[config.mk]
export PLATFORM = sky130hd
export DESIGN_NAME = sar_seq
export DESIGN_NICKNAME = d
export VERILOG_FILES = /design/src/verilog/sar_pkg.sv /design/src/verilog/sar_seq.sv
export SDC_FILE = /design/constraint.sdc
export NUM_CORES = 1
export LEC_CHECK = 0
export ABC_AREA = 1
export BUFFER_PORTS_ARGS = -buffer_cell sky130_fd_sc_hd__buf_2
export CAP_MARGIN = 20
export CORE_ASPECT_RATIO = 1.1
export CORE_MARGIN = 4
export CORE_UTILIZATION = 53
export CTS_CLUSTER_SIZE = 30
export DETAILED_ROUTE_END_ITERATION = 7
export PLACE_DENSITY = 0.75
export SYNTH_ARGS = -nofsm -noshare
export SYNTH_HDL_FRONTEND = slang
export SYNTH_SLANG_ARGS = --single-unit
[constraint.sdc]
create_clock -name ref_clk -period 2.27 [get_ports ref_clk]
set_input_delay 0.3405 -clock ref_clk [delete_from_list [all_inputs] [get_ports ref_clk]]
set_output_delay 0.3405 -clock ref_clk [all_outputs]
set_load 0.005 [all_outputs]
[src/verilog/sar_pkg.sv]
// sar_pkg: register map, field layout, reset values and timing for the sar sequencer.
// assumes a 32-bit apb master and a reference clock at twice the instruction rate.
`default_nettype none
package sar_pkg;
	localparam logic [7:0] SAR_CTRL1_OFF = 8'h00;
	localparam logic [7:0] SAR_CTRL2_OFF = 8'h04;
	localparam logic [7:0] SAR_CTRL3_OFF = 8'h08;
	localparam logic [7:0] SAR_INSEL_OFF = 8'h0C;
	localparam logic [7:0] SAR_SCAN_OFF = 8'h10;
	localparam logic [7:0] SAR_STAT_OFF = 8'h14;
	localparam logic [7:0] SAR_BUF_OFF = 8'h40;
	localparam int SAR_WORDS = 16;
	localparam int SAR_RES_W = 12;
	localparam logic [3:0] SAR_CONV_TADS = 4'hF;
	localparam logic [3:0] SAR_HALF_LAST = 4'h7;
	localparam logic [2:0] SAR_TRIG_SW = 3'h0;
	localparam logic [2:0] SAR_TRIG_EXT = 3'h1;
	localparam logic [2:0] SAR_TRIG_TMR = 3'h2;
	localparam logic [2:0] SAR_TRIG_AUTO = 3'h7;
	localparam logic [1:0] SAR_FMT_INT = 2'h0;
	localparam logic [1:0] SAR_FMT_SINT = 2'h1;
	localparam logic [1:0] SAR_FMT_FRAC = 2'h2;
	localparam logic [1:0] SAR_FMT_SFRAC = 2'h3;
	localparam logic [15:0] SAR_SCAN_RST = 16'h0000;
	localparam logic [31:0] SAR_ZERO = 32'h0000_0000;

	typedef enum logic [2:0] {
		SAR_IDLE = 3'b001,
		SAR_SAMPLE = 3'b010,
		SAR_CONV = 3'b100
	} sar_state_t;

	// software-visible configuration
	typedef struct packed {
		logic module_on;
		logic auto_sample;
		logic [2:0] trigger_source;
		logic [1:0] output_format;
		logic alternate_input_select;
		logic buffer_split;
		logic [3:0] samples_per_irq;
		logic scan_enable;
		logic [5:0] conv_clock_select;
		logic rc_clock_select;
		logic [4:0] auto_sample_time;
		logic [3:0] first_input_group;
		logic [3:0] second_input_group;
	} sar_cfg_t;

	localparam sar_cfg_t SAR_CFG_RST = '0;
endpackage
`default_nettype wire

[src/verilog/sar_seq.sv]
// sar_seq: converter sequencer with apb registers and sixteen-word result buffer.
// assumes ref_clk at twice the instruction rate, so one ref_clk cycle is half a tcy;
// the analog core samples while sample_hold is high and presents its result on
// conv_result_pin by the end of the fifteenth conversion clock.
`timescale 1ns/100ps
`default_nettype none
// Overview of operation
// setting sample_request with the module on starts acquisition
// each conversion stores its result; done and irq flag after the programmed count
// samples_per_irq plus one sequences run before an interrupt, one to sixteen
// buffer_split makes two eight-word halves, swapped at each interrupt
// split with samples_per_irq 0111 fills eight words per half
// alternate input clear: every sample uses the first input group
// alternate input set: first and second group used on alternate sequences
// scan_enable steps first group through inputs set in scan_select_reg
// scan runs low to high, restarts after each interrupt, extras unused
// trigger 000: software clearing sample_request starts conversion
// trigger 111: conversion starts after auto_sample_time conversion clocks
// software keeps auto_sample_time at one clock or more in auto mode
// timer and external events can also trigger, chosen by trigger_source
// clearing module_on aborts conversion without writing the buffer
// disable wins over a coinciding auto start
// software waits two conversion clocks after abort before sampling again
// a conversion lasts fifteen conversion clock periods
// conversion clock period is half tcy times conv_clock_select plus one
// rc_clock_select uses the rc oscillator and ignores conv_clock_select
// software keeps conversion clock period at 667 ns or longer
// software leaves sequencing settings alone while module is on
// result buffer holds sixteen 12-bit words, read only
// output_format gives integer, signed, fractional or signed fractional reads; code 11 reads the same as fractional, zero-filled and not signed
// results fill consecutive positions, restarting at buffer or half start
module sar_seq (
	input wire logic ref_clk,
	input wire logic sys_rst,
	input wire logic psel,
	input wire logic penable,
	input wire logic pwrite,
	input wire logic [31:0] paddr,
	input wire logic [31:0] pwdata,
	output logic [31:0] prdata,
	output logic pready,
	output logic pslverr,
	input wire logic timer_trig,
	input wire logic ext_trig_pin,
	input wire logic rc_osc_pin,
	input wire logic [sar_pkg::SAR_RES_W-1:0] conv_result_pin,
	output logic sample_hold,
	output logic conv_busy,
	output logic conv_clk_tick,
	output logic [3:0] mux_channel,
	output logic irq_flag
);
	import sar_pkg::*;

	sar_cfg_t cfg;
	sar_state_t st;
	logic sample_request, converter_irq_flag, done, half, use_second;
	logic [3:0] seq_cnt, conv_cnt, wr_idx, scan_ch, next_chan;
	logic [4:0] sample_request_cnt;
	logic [5:0] div_cnt;
	logic [15:0] scan_select_reg, scan_used;
	logic [SAR_RES_W-1:0] result_buffer [SAR_WORDS];
	logic [2:0] ext_sync, rc_sync;
	logic [SAR_RES_W-1:0] res_s1, res_s2, rd_word;
	logic tad_tick, trig, complete, last_seq, wr_en, clr_irq, setup, scan_any, next_err;
	logic [31:0] next_rdata;

	assign setup = psel && !penable;
	assign wr_en = psel && penable && pready && pwrite;

	// pins from outside pass two flops before use
	always_ff @(posedge ref_clk) begin
		if (sys_rst) begin
			ext_sync <= 3'h0;
			rc_sync <= 3'h0;
			res_s1 <= '0;
			res_s2 <= '0;
		end else begin
			ext_sync <= {ext_sync[1:0], ext_trig_pin};
			rc_sync <= {rc_sync[1:0], rc_osc_pin};
			res_s1 <= conv_result_pin;
			res_s2 <= res_s1;
		end
	end

	// conversion clock: a one-cycle enable, never a derived clock
	always_ff @(posedge ref_clk) begin
		if (sys_rst || !cfg.module_on || cfg.rc_clock_select) begin
			div_cnt <= 6'h00;
		end else if (div_cnt == cfg.conv_clock_select) begin
			div_cnt <= 6'h00;
		end else begin
			div_cnt <= div_cnt + 6'h01;
		end
	end
	assign tad_tick = cfg.module_on && (cfg.rc_clock_select ? (rc_sync[1] && !rc_sync[2])
		: (div_cnt == cfg.conv_clock_select));

	always_ff @(posedge ref_clk) begin
		if (sys_rst) begin
			conv_clk_tick <= 1'b0;
		end else begin
			conv_clk_tick <= tad_tick;
		end
	end

	always_comb begin
		unique case (cfg.trigger_source)
			SAR_TRIG_SW: trig = !sample_request;
			SAR_TRIG_EXT: trig = ext_sync[1] && !ext_sync[2];
			SAR_TRIG_TMR: trig = timer_trig;
			SAR_TRIG_AUTO: trig = tad_tick && (sample_request_cnt + 5'h01 >= cfg.auto_sample_time);
			default: trig = 1'b0;
		endcase
	end

	assign complete = (st == SAR_CONV) && cfg.module_on && tad_tick && (conv_cnt == SAR_CONV_TADS - 4'h1);
	assign last_seq = seq_cnt == cfg.samples_per_irq;
	assign wr_idx = cfg.buffer_split ? {half, seq_cnt[2:0]} : seq_cnt;

	// sequencer; module_on is tested first so disable beats any start
	always_ff @(posedge ref_clk) begin
		if (sys_rst) begin
			st <= SAR_IDLE;
			conv_cnt <= 4'h0;
			sample_request_cnt <= 5'h00;
		end else if (!cfg.module_on) begin
			st <= SAR_IDLE;
			conv_cnt <= 4'h0;
			sample_request_cnt <= 5'h00;
		end else begin
			unique case (st)
				SAR_IDLE: begin
					sample_request_cnt <= 5'h00;
					if (sample_request) begin
						st <= SAR_SAMPLE;
					end
				end
				SAR_SAMPLE: begin
					if (trig) begin
						st <= SAR_CONV;
						conv_cnt <= 4'h0;
					end else if (tad_tick) begin
						sample_request_cnt <= sample_request_cnt + 5'h01;
					end
				end
				SAR_CONV: begin
					if (complete) begin
						st <= SAR_IDLE;
					end else if (tad_tick) begin
						conv_cnt <= conv_cnt + 4'h1;
					end
				end
			endcase
		end
	end

	// result store: only a finished conversion writes, so abort keeps old words
	always_ff @(posedge ref_clk) begin
		if (complete) begin
			result_buffer[wr_idx] <= res_s2;
		end
	end

	// sequence position, half select, alternation and scan bookkeeping
	always_ff @(posedge ref_clk) begin
		if (sys_rst) begin
			seq_cnt <= 4'h0;
			half <= 1'b0;
			use_second <= 1'b0;
			scan_used <= 16'h0000;
		end else if (complete) begin
			if (last_seq) begin
				seq_cnt <= 4'h0;
				use_second <= 1'b0;
				scan_used <= 16'h0000;
				if (cfg.buffer_split) begin
					half <= !half;
				end
			end else begin
				seq_cnt <= seq_cnt + 4'h1;
				use_second <= cfg.alternate_input_select && !use_second;
				if (!use_second && cfg.scan_enable && scan_any) begin
					scan_used[scan_ch] <= 1'b1;
				end
			end
		end
	end

	// lowest selected input not yet converted since the last interrupt
	always_comb begin
		scan_ch = 4'h0;
		scan_any = 1'b0;
		for (int i = SAR_WORDS - 1; i >= 0; i--) begin
			if (scan_select_reg[i] && !scan_used[i]) begin
				scan_ch = 4'(i);
				scan_any = 1'b1;
			end
		end
		if (use_second && cfg.alternate_input_select) begin
			next_chan = cfg.second_input_group;
		end else if (cfg.scan_enable) begin
			next_chan = scan_ch;
		end else begin
			next_chan = cfg.first_input_group;
		end
	end

	always_ff @(posedge ref_clk) begin
		if (sys_rst) begin
			mux_channel <= 4'h0;
			sample_hold <= 1'b0;
			conv_busy <= 1'b0;
		end else begin
			mux_channel <= next_chan;
			sample_hold <= cfg.module_on && (st == SAR_SAMPLE) && !trig;
			conv_busy <= cfg.module_on && ((st == SAR_CONV && !complete) || (st == SAR_SAMPLE && trig));
		end
	end

	// flags: hardware set wins over a software clear in the same cycle
	assign clr_irq = wr_en && paddr[7:0] == SAR_STAT_OFF && !pwdata[0];
	always_ff @(posedge ref_clk) begin
		if (sys_rst) begin
			converter_irq_flag <= 1'b0;
			done <= 1'b0;
			irq_flag <= 1'b0;
		end else begin
			if (complete && last_seq) begin
				converter_irq_flag <= 1'b1;
				done <= 1'b1;
			end else begin
				if (clr_irq) begin
					converter_irq_flag <= 1'b0;
				end
				if (st == SAR_IDLE && sample_request && cfg.module_on) begin
					done <= 1'b0;
				end
			end
			irq_flag <= converter_irq_flag;
		end
	end

	// configuration registers
	always_ff @(posedge ref_clk) begin
		if (sys_rst) begin
			cfg <= SAR_CFG_RST;
			scan_select_reg <= SAR_SCAN_RST;
		end else if (wr_en) begin
			unique case (paddr[7:0])
				SAR_CTRL1_OFF: begin
					cfg.module_on <= pwdata[0];
					cfg.auto_sample <= pwdata[2];
					cfg.trigger_source <= pwdata[5:3];
					cfg.output_format <= pwdata[7:6];
				end
				SAR_CTRL2_OFF: begin
					cfg.alternate_input_select <= pwdata[0];
					cfg.buffer_split <= pwdata[1];
					cfg.samples_per_irq <= pwdata[5:2];
					cfg.scan_enable <= pwdata[10];
				end
				SAR_CTRL3_OFF: begin
					cfg.conv_clock_select <= pwdata[5:0];
					cfg.rc_clock_select <= pwdata[7];
					cfg.auto_sample_time <= pwdata[12:8];
				end
				SAR_INSEL_OFF: begin
					cfg.first_input_group <= pwdata[3:0];
					cfg.second_input_group <= pwdata[7:4];
				end
				SAR_SCAN_OFF: scan_select_reg <= pwdata[15:0];
				default: ;
			endcase
		end
	end

	// sample_request: software bit, cleared by hardware triggers, re-armed by auto_sample
	always_ff @(posedge ref_clk) begin
		if (sys_rst) begin
			sample_request <= 1'b0;
		end else if (complete && cfg.auto_sample) begin
			sample_request <= 1'b1;
		end else if (st == SAR_SAMPLE && trig && cfg.trigger_source != SAR_TRIG_SW) begin
			sample_request <= 1'b0;
		end else if (wr_en && paddr[7:0] == SAR_CTRL1_OFF) begin
			sample_request <= pwdata[1];
		end
	end

	// read mux; buffer words formatted at read time
	always_comb begin
		rd_word = result_buffer[paddr[5:2]];
		next_err = 1'b0;
		next_rdata = SAR_ZERO;
		if (paddr[7:6] == SAR_BUF_OFF[7:6] && paddr[1:0] == 2'h0) begin
			unique case (cfg.output_format)
				SAR_FMT_INT: next_rdata = {20'h00000, rd_word};
				SAR_FMT_SINT: next_rdata = {{20{rd_word[11]}}, rd_word};
				SAR_FMT_FRAC: next_rdata = {16'h0000, rd_word, 4'h0};
				SAR_FMT_SFRAC: next_rdata = {16'h0000, rd_word, 4'h0};
			endcase
			next_err = pwrite;
		end else begin
			unique case (paddr[7:0])
				SAR_CTRL1_OFF: next_rdata = {24'h000000, cfg.output_format, cfg.trigger_source,
					cfg.auto_sample, sample_request, cfg.module_on};
				SAR_CTRL2_OFF: next_rdata = {21'h00000, cfg.scan_enable, 4'h0, cfg.samples_per_irq,
					cfg.buffer_split, cfg.alternate_input_select};
				SAR_CTRL3_OFF: next_rdata = {19'h0000, cfg.auto_sample_time, cfg.rc_clock_select,
					1'b0, cfg.conv_clock_select};
				SAR_INSEL_OFF: next_rdata = {24'h000000, cfg.second_input_group, cfg.first_input_group};
				SAR_SCAN_OFF: next_rdata = {16'h0000, scan_select_reg};
				SAR_STAT_OFF: next_rdata = {28'h0000000, conv_busy, half, done, converter_irq_flag};
				default: next_err = 1'b1;
			endcase
		end
	end

	// one wait-free access cycle: data and status captured at setup
	always_ff @(posedge ref_clk) begin
		if (sys_rst) begin
			pready <= 1'b0;
			prdata <= SAR_ZERO;
			pslverr <= 1'b0;
		end else begin
			pready <= setup;
			if (setup) begin
				prdata <= pwrite ? SAR_ZERO : next_rdata;
				pslverr <= next_err;
			end else begin
				pslverr <= 1'b0;
			end
		end
	end
endmodule // sar_seq
`default_nettype wire
==> impl_metrics.py <==
metrics = {
    "pwr": {
        "total_power_mw": 13.14,
        "swShare": 0.2105,
        "ir_worst_vdd_v": 0.0006832,
        "seq_power_share": 0.501,
        "p_leak_nw": 6.267,
        "clock_power_share": 0.462,
        "powerDensity_nw_per_um2": 792.2,
        "p_comb_frac": 0.036,
        "p_switching_mw": 2.765,
        "intPower_mw": 10.37,
    },
    "final_layout": {
        "diodes": 0,
        "largest_register_ffs": 192,
        "multi_input_area_um2": 4420,
        "top_register": "result_buffer",
        "reg.largest.list": "result_buffer (192), cfg (34), prdata (17)",
        "regArea_um2": 8771,
        "fillers": 2060,
        "nets": 1616,
        "stdcell_count": 1898,
        "drive_gt1_frac": 0.1636,
        "areaGrowthSynthToFinish_pct": 18.63,
    },
    "logic_synthesis": {
        "yosys.area.top_type_share": 0.4125,
        "synth_most_common_cell": "nand2_1",
        "ys_seq_area_frac": 0.6273,
        "yosys-top-cells-count": "nand2_1 (275), edfxtp_1 (192), dfxtp_1 (150)",
        "synth_cell_types": 44,
        "synthArstFlopShare": 0,
        "syn_nets": 1492,
        "ys_warn_count": 0,
        "synth_enable_flop_cells": 192,
        "synthTopCellsByArea": "edfxtp_1 (41%), dfxtp_1 (21%), nand2_1 (7.4%), a21oi_1 (3.9%), a22oi_1 (3.7%)",
        "ys_ff_latch": 342,
        "yosysTopAreaCell": "edfxtp_1",
        "syn_avg_cell_area_um2": 10.02,
        "syn_inst": 1395,
        "synthFlopType": "edfxtp_1",
        "syn_area_um2": 13980,
    },
    "clocking": {
        "cts_root_buffer": "clkbuf_16",
        "cts_buffers": 36,
        "clk_pin_slew_ns": 0.06,
        "cts_buffer_depth": 3,
        "clock_latency_ns": 0.53,
        "htree_num_levels": 2,
        "clock_sinks": 342,
        "cts_tree": "done",
    },
    "placed_design": {
        "place_congestion": 0.9040,
        "placed_cells": 1822,
        "hpwl_um": 22770,
        "io_buffer_count": 85,
    },
    "grt": {
        "grt_pass1_vias": 9831,
        "track_usage": 0.2296,
        "antenna_found_initial": 0,
        "grt_pass1_wl_um": 52700,
        "overflow": 0,
        "grt_max_degree": 49,
    },
    "floorplan": {
        "row_count": 62,
        "dieArea_um2": 29040,
        "die_w_um": 162.8,
        "io_pins": 126,
        "core_um2": 26070,
        "start_util": 0.5362,
        "fp.dieH_um": 178.3,
    },
    "critical_path": {
        "critPathRequiredTime_ns": 2.67,
        "arrival_ns": 2.51,
        "cp-start-kind": "register",
        "cp-end-kind": "register",
        "r2r_slack_ns": 0.15,
        "r2r_end": "sample_request_cnt[4]",
        "r2r_start": "sample_request_cnt[0]",
        "r2r_cells": 14,
        "critical_path_class": "register to register",
        "path_max_fanout": 7,
    },
    "timing": {
        "finalSetupViolCount": 0,
        "skew_ns": 0.02402,
        "fin_setup_tns_ns": 0,
        "tightest_slew_ns": 0.6816,
        "period_share": 0.9319,
        "fin_crit_ns": 2.115,
        "max_freq_mhz": 472.7,
        "slew_headroom": 0.5399,
        "slew_violations": 0,
        "finalHoldViolations": 0,
    },
    "route": {
        "via_count": 10516,
        "wl_per_cell_um": 17.85,
        "drc": 0,
        "drtIter0Drc": 1102,
        "vias_per_cell": 5.541,
        "wl_um": 33880,
        "detail-route-antenna-nets": 0,
        "dr.pass1.iters": 5,
    },
    "status": {
        "outcome": "finished, final reports clean",
    },
    "worst_hold_path": {
        "hp-class": "input pin to register",
        "hold_end": "res_s1[5]",
        "min_path_cells": 3,
        "hp-start": "conv_result_pin[5]",
    },
    "flow_run": {
        "maxCapViolCount": 0,
    },
}
cell type report:
type                       instances  share of cell area
clock buffer                      51             0.06203
clock inverter                    14             0.01298
inverter                         145             0.03283
multi-input combinational        840              0.2666
sequential                       342              0.5290
tap                              352             0.02656
timing repair buffer             154             0.07003
stage by stage:
step | setup slack (ns) | utilization | hold WS [ns] | cell area [µm²]
after floorplan | -0.05380 | - | 0.3883 | 13980
final | 0.1547 | 0.6361 | 0.01617 | 16580
after CTS | 0.07326 | 0.6319 | 0.0006987 | 16470
after global placement | 0.1512 | 0.5815 | 0.3896 | 15160
after detailed placement | 0.1055 | 0.5815 | 0.3932 | 15160
after global routing | -0.02033 | 0.6361 | 0.01767 | 16580
per-layer routing:
metal	vias to the layer above	GRT usage	part of all wire
li1	5066	-	-
met1	4864	0.3251	0.42
met2	499	0.3631	0.46
met3	87	0.03513	0.084
met4	0	0.08249	0.036
met5	-	0	0
cell families after synthesis:
group	count (synthesis)	share of synthesized area
flip-flops	342	0.6273
XOR/XNOR	8	0.005013
AO/OA/AOI/OAI	295	0.1260
AND/OR/NAND/NOR	524	0.1666
buffers and inverters	213	0.06338
adder cells (fa/ha/maj)	13	0.01164
cell usage in the layout, fill, tap and decap left out, types with 6 or more instances in the layout:
| cell type | synthesis | routed |
|---|---|---|
| a211oi_1 | 12 | 12 |
| a21oi_1 | 110 | 106 |
| a22oi_1 | 69 | 69 |
| buf_12 | 0 | 16 |
| buf_2 | 17 | 85 |
| buf_4 | 17 | 46 |
| clkbuf_1 | 29 | 9 |
| clkbuf_16 | 0 | 37 |
| dfxtp_1 | 150 | 148 |
| dlygate4sd3_1 | 0 | 7 |
| edfxtp_1 | 192 | 192 |
| ha_1 | 13 | 11 |
| inv_1 | 135 | 134 |
| inv_2 | 7 | 8 |
| nand2_1 | 275 | 274 |
| nand3_1 | 65 | 65 |
| nand4_1 | 36 | 36 |
| nor2_1 | 101 | 96 |
| nor2_2 | 8 | 9 |
| nor2_4 | 2 | 6 |
| nor3_1 | 17 | 17 |
| o211ai_1 | 12 | 12 |
| o21ai_0 | 67 | 67 |
| o22ai_1 | 8 | 8 |
critical path: stages (launching register included):
cell and delay [ns]:
dfxtp_2 0.33, buf_4 0.15, ha_1 0.30, inv_1 0.06, nand2_1 0.06, a21oi_2 0.12, o21bai_1 0.08, a21oi_1 0.15
o21bai_1 0.09, nand2_1 0.12, nand3_4 0.14, nand2_4 0.15, nand2_4 0.08, a21oi_2 0.12, nor3_1 0.05
worst max path at each step:
| stage | start | to | cells after the start |
|---|---|---|---|
| after floorplan | cfg[17] | result_buffer[11][0] | 9 |
| after global placement | paddr[1] | prdata[10] | 10 |
| after detailed placement | sample_request_cnt[1] | conv_cnt[1] | 12 |
| after CTS | sample_request_cnt[1] | conv_cnt[1] | 12 |
| after global routing | sample_request_cnt[1] | sample_request_cnt[3] | 13 |
| final | sample_request_cnt[0] | sample_request_cnt[4] | 14 |
power groups by stage:
stage | logic, mW | clock network [mW] | registers [mW]
floorplan | 0.263 | 0 | 6.70
global placement | 0.454 | 0 | 6.71
detailed placement | 0.461 | 0 | 6.72
CTS | 0.475 | 6.14 | 6.59
global route | 0.526 | 6.40 | 6.59
finish | 0.478 | 6.07 | 6.59
what timing repair did:
item / 4_1_cts / 5_1_grt
resized for setup: 0 / 17
endpoints found under the hold margin: 7 / 0
setup buffers: 0 / 4
endpoints found under the setup margin: 0 / 179
hold buffers: 7 / 0
(Power assumes the default switching activity.)
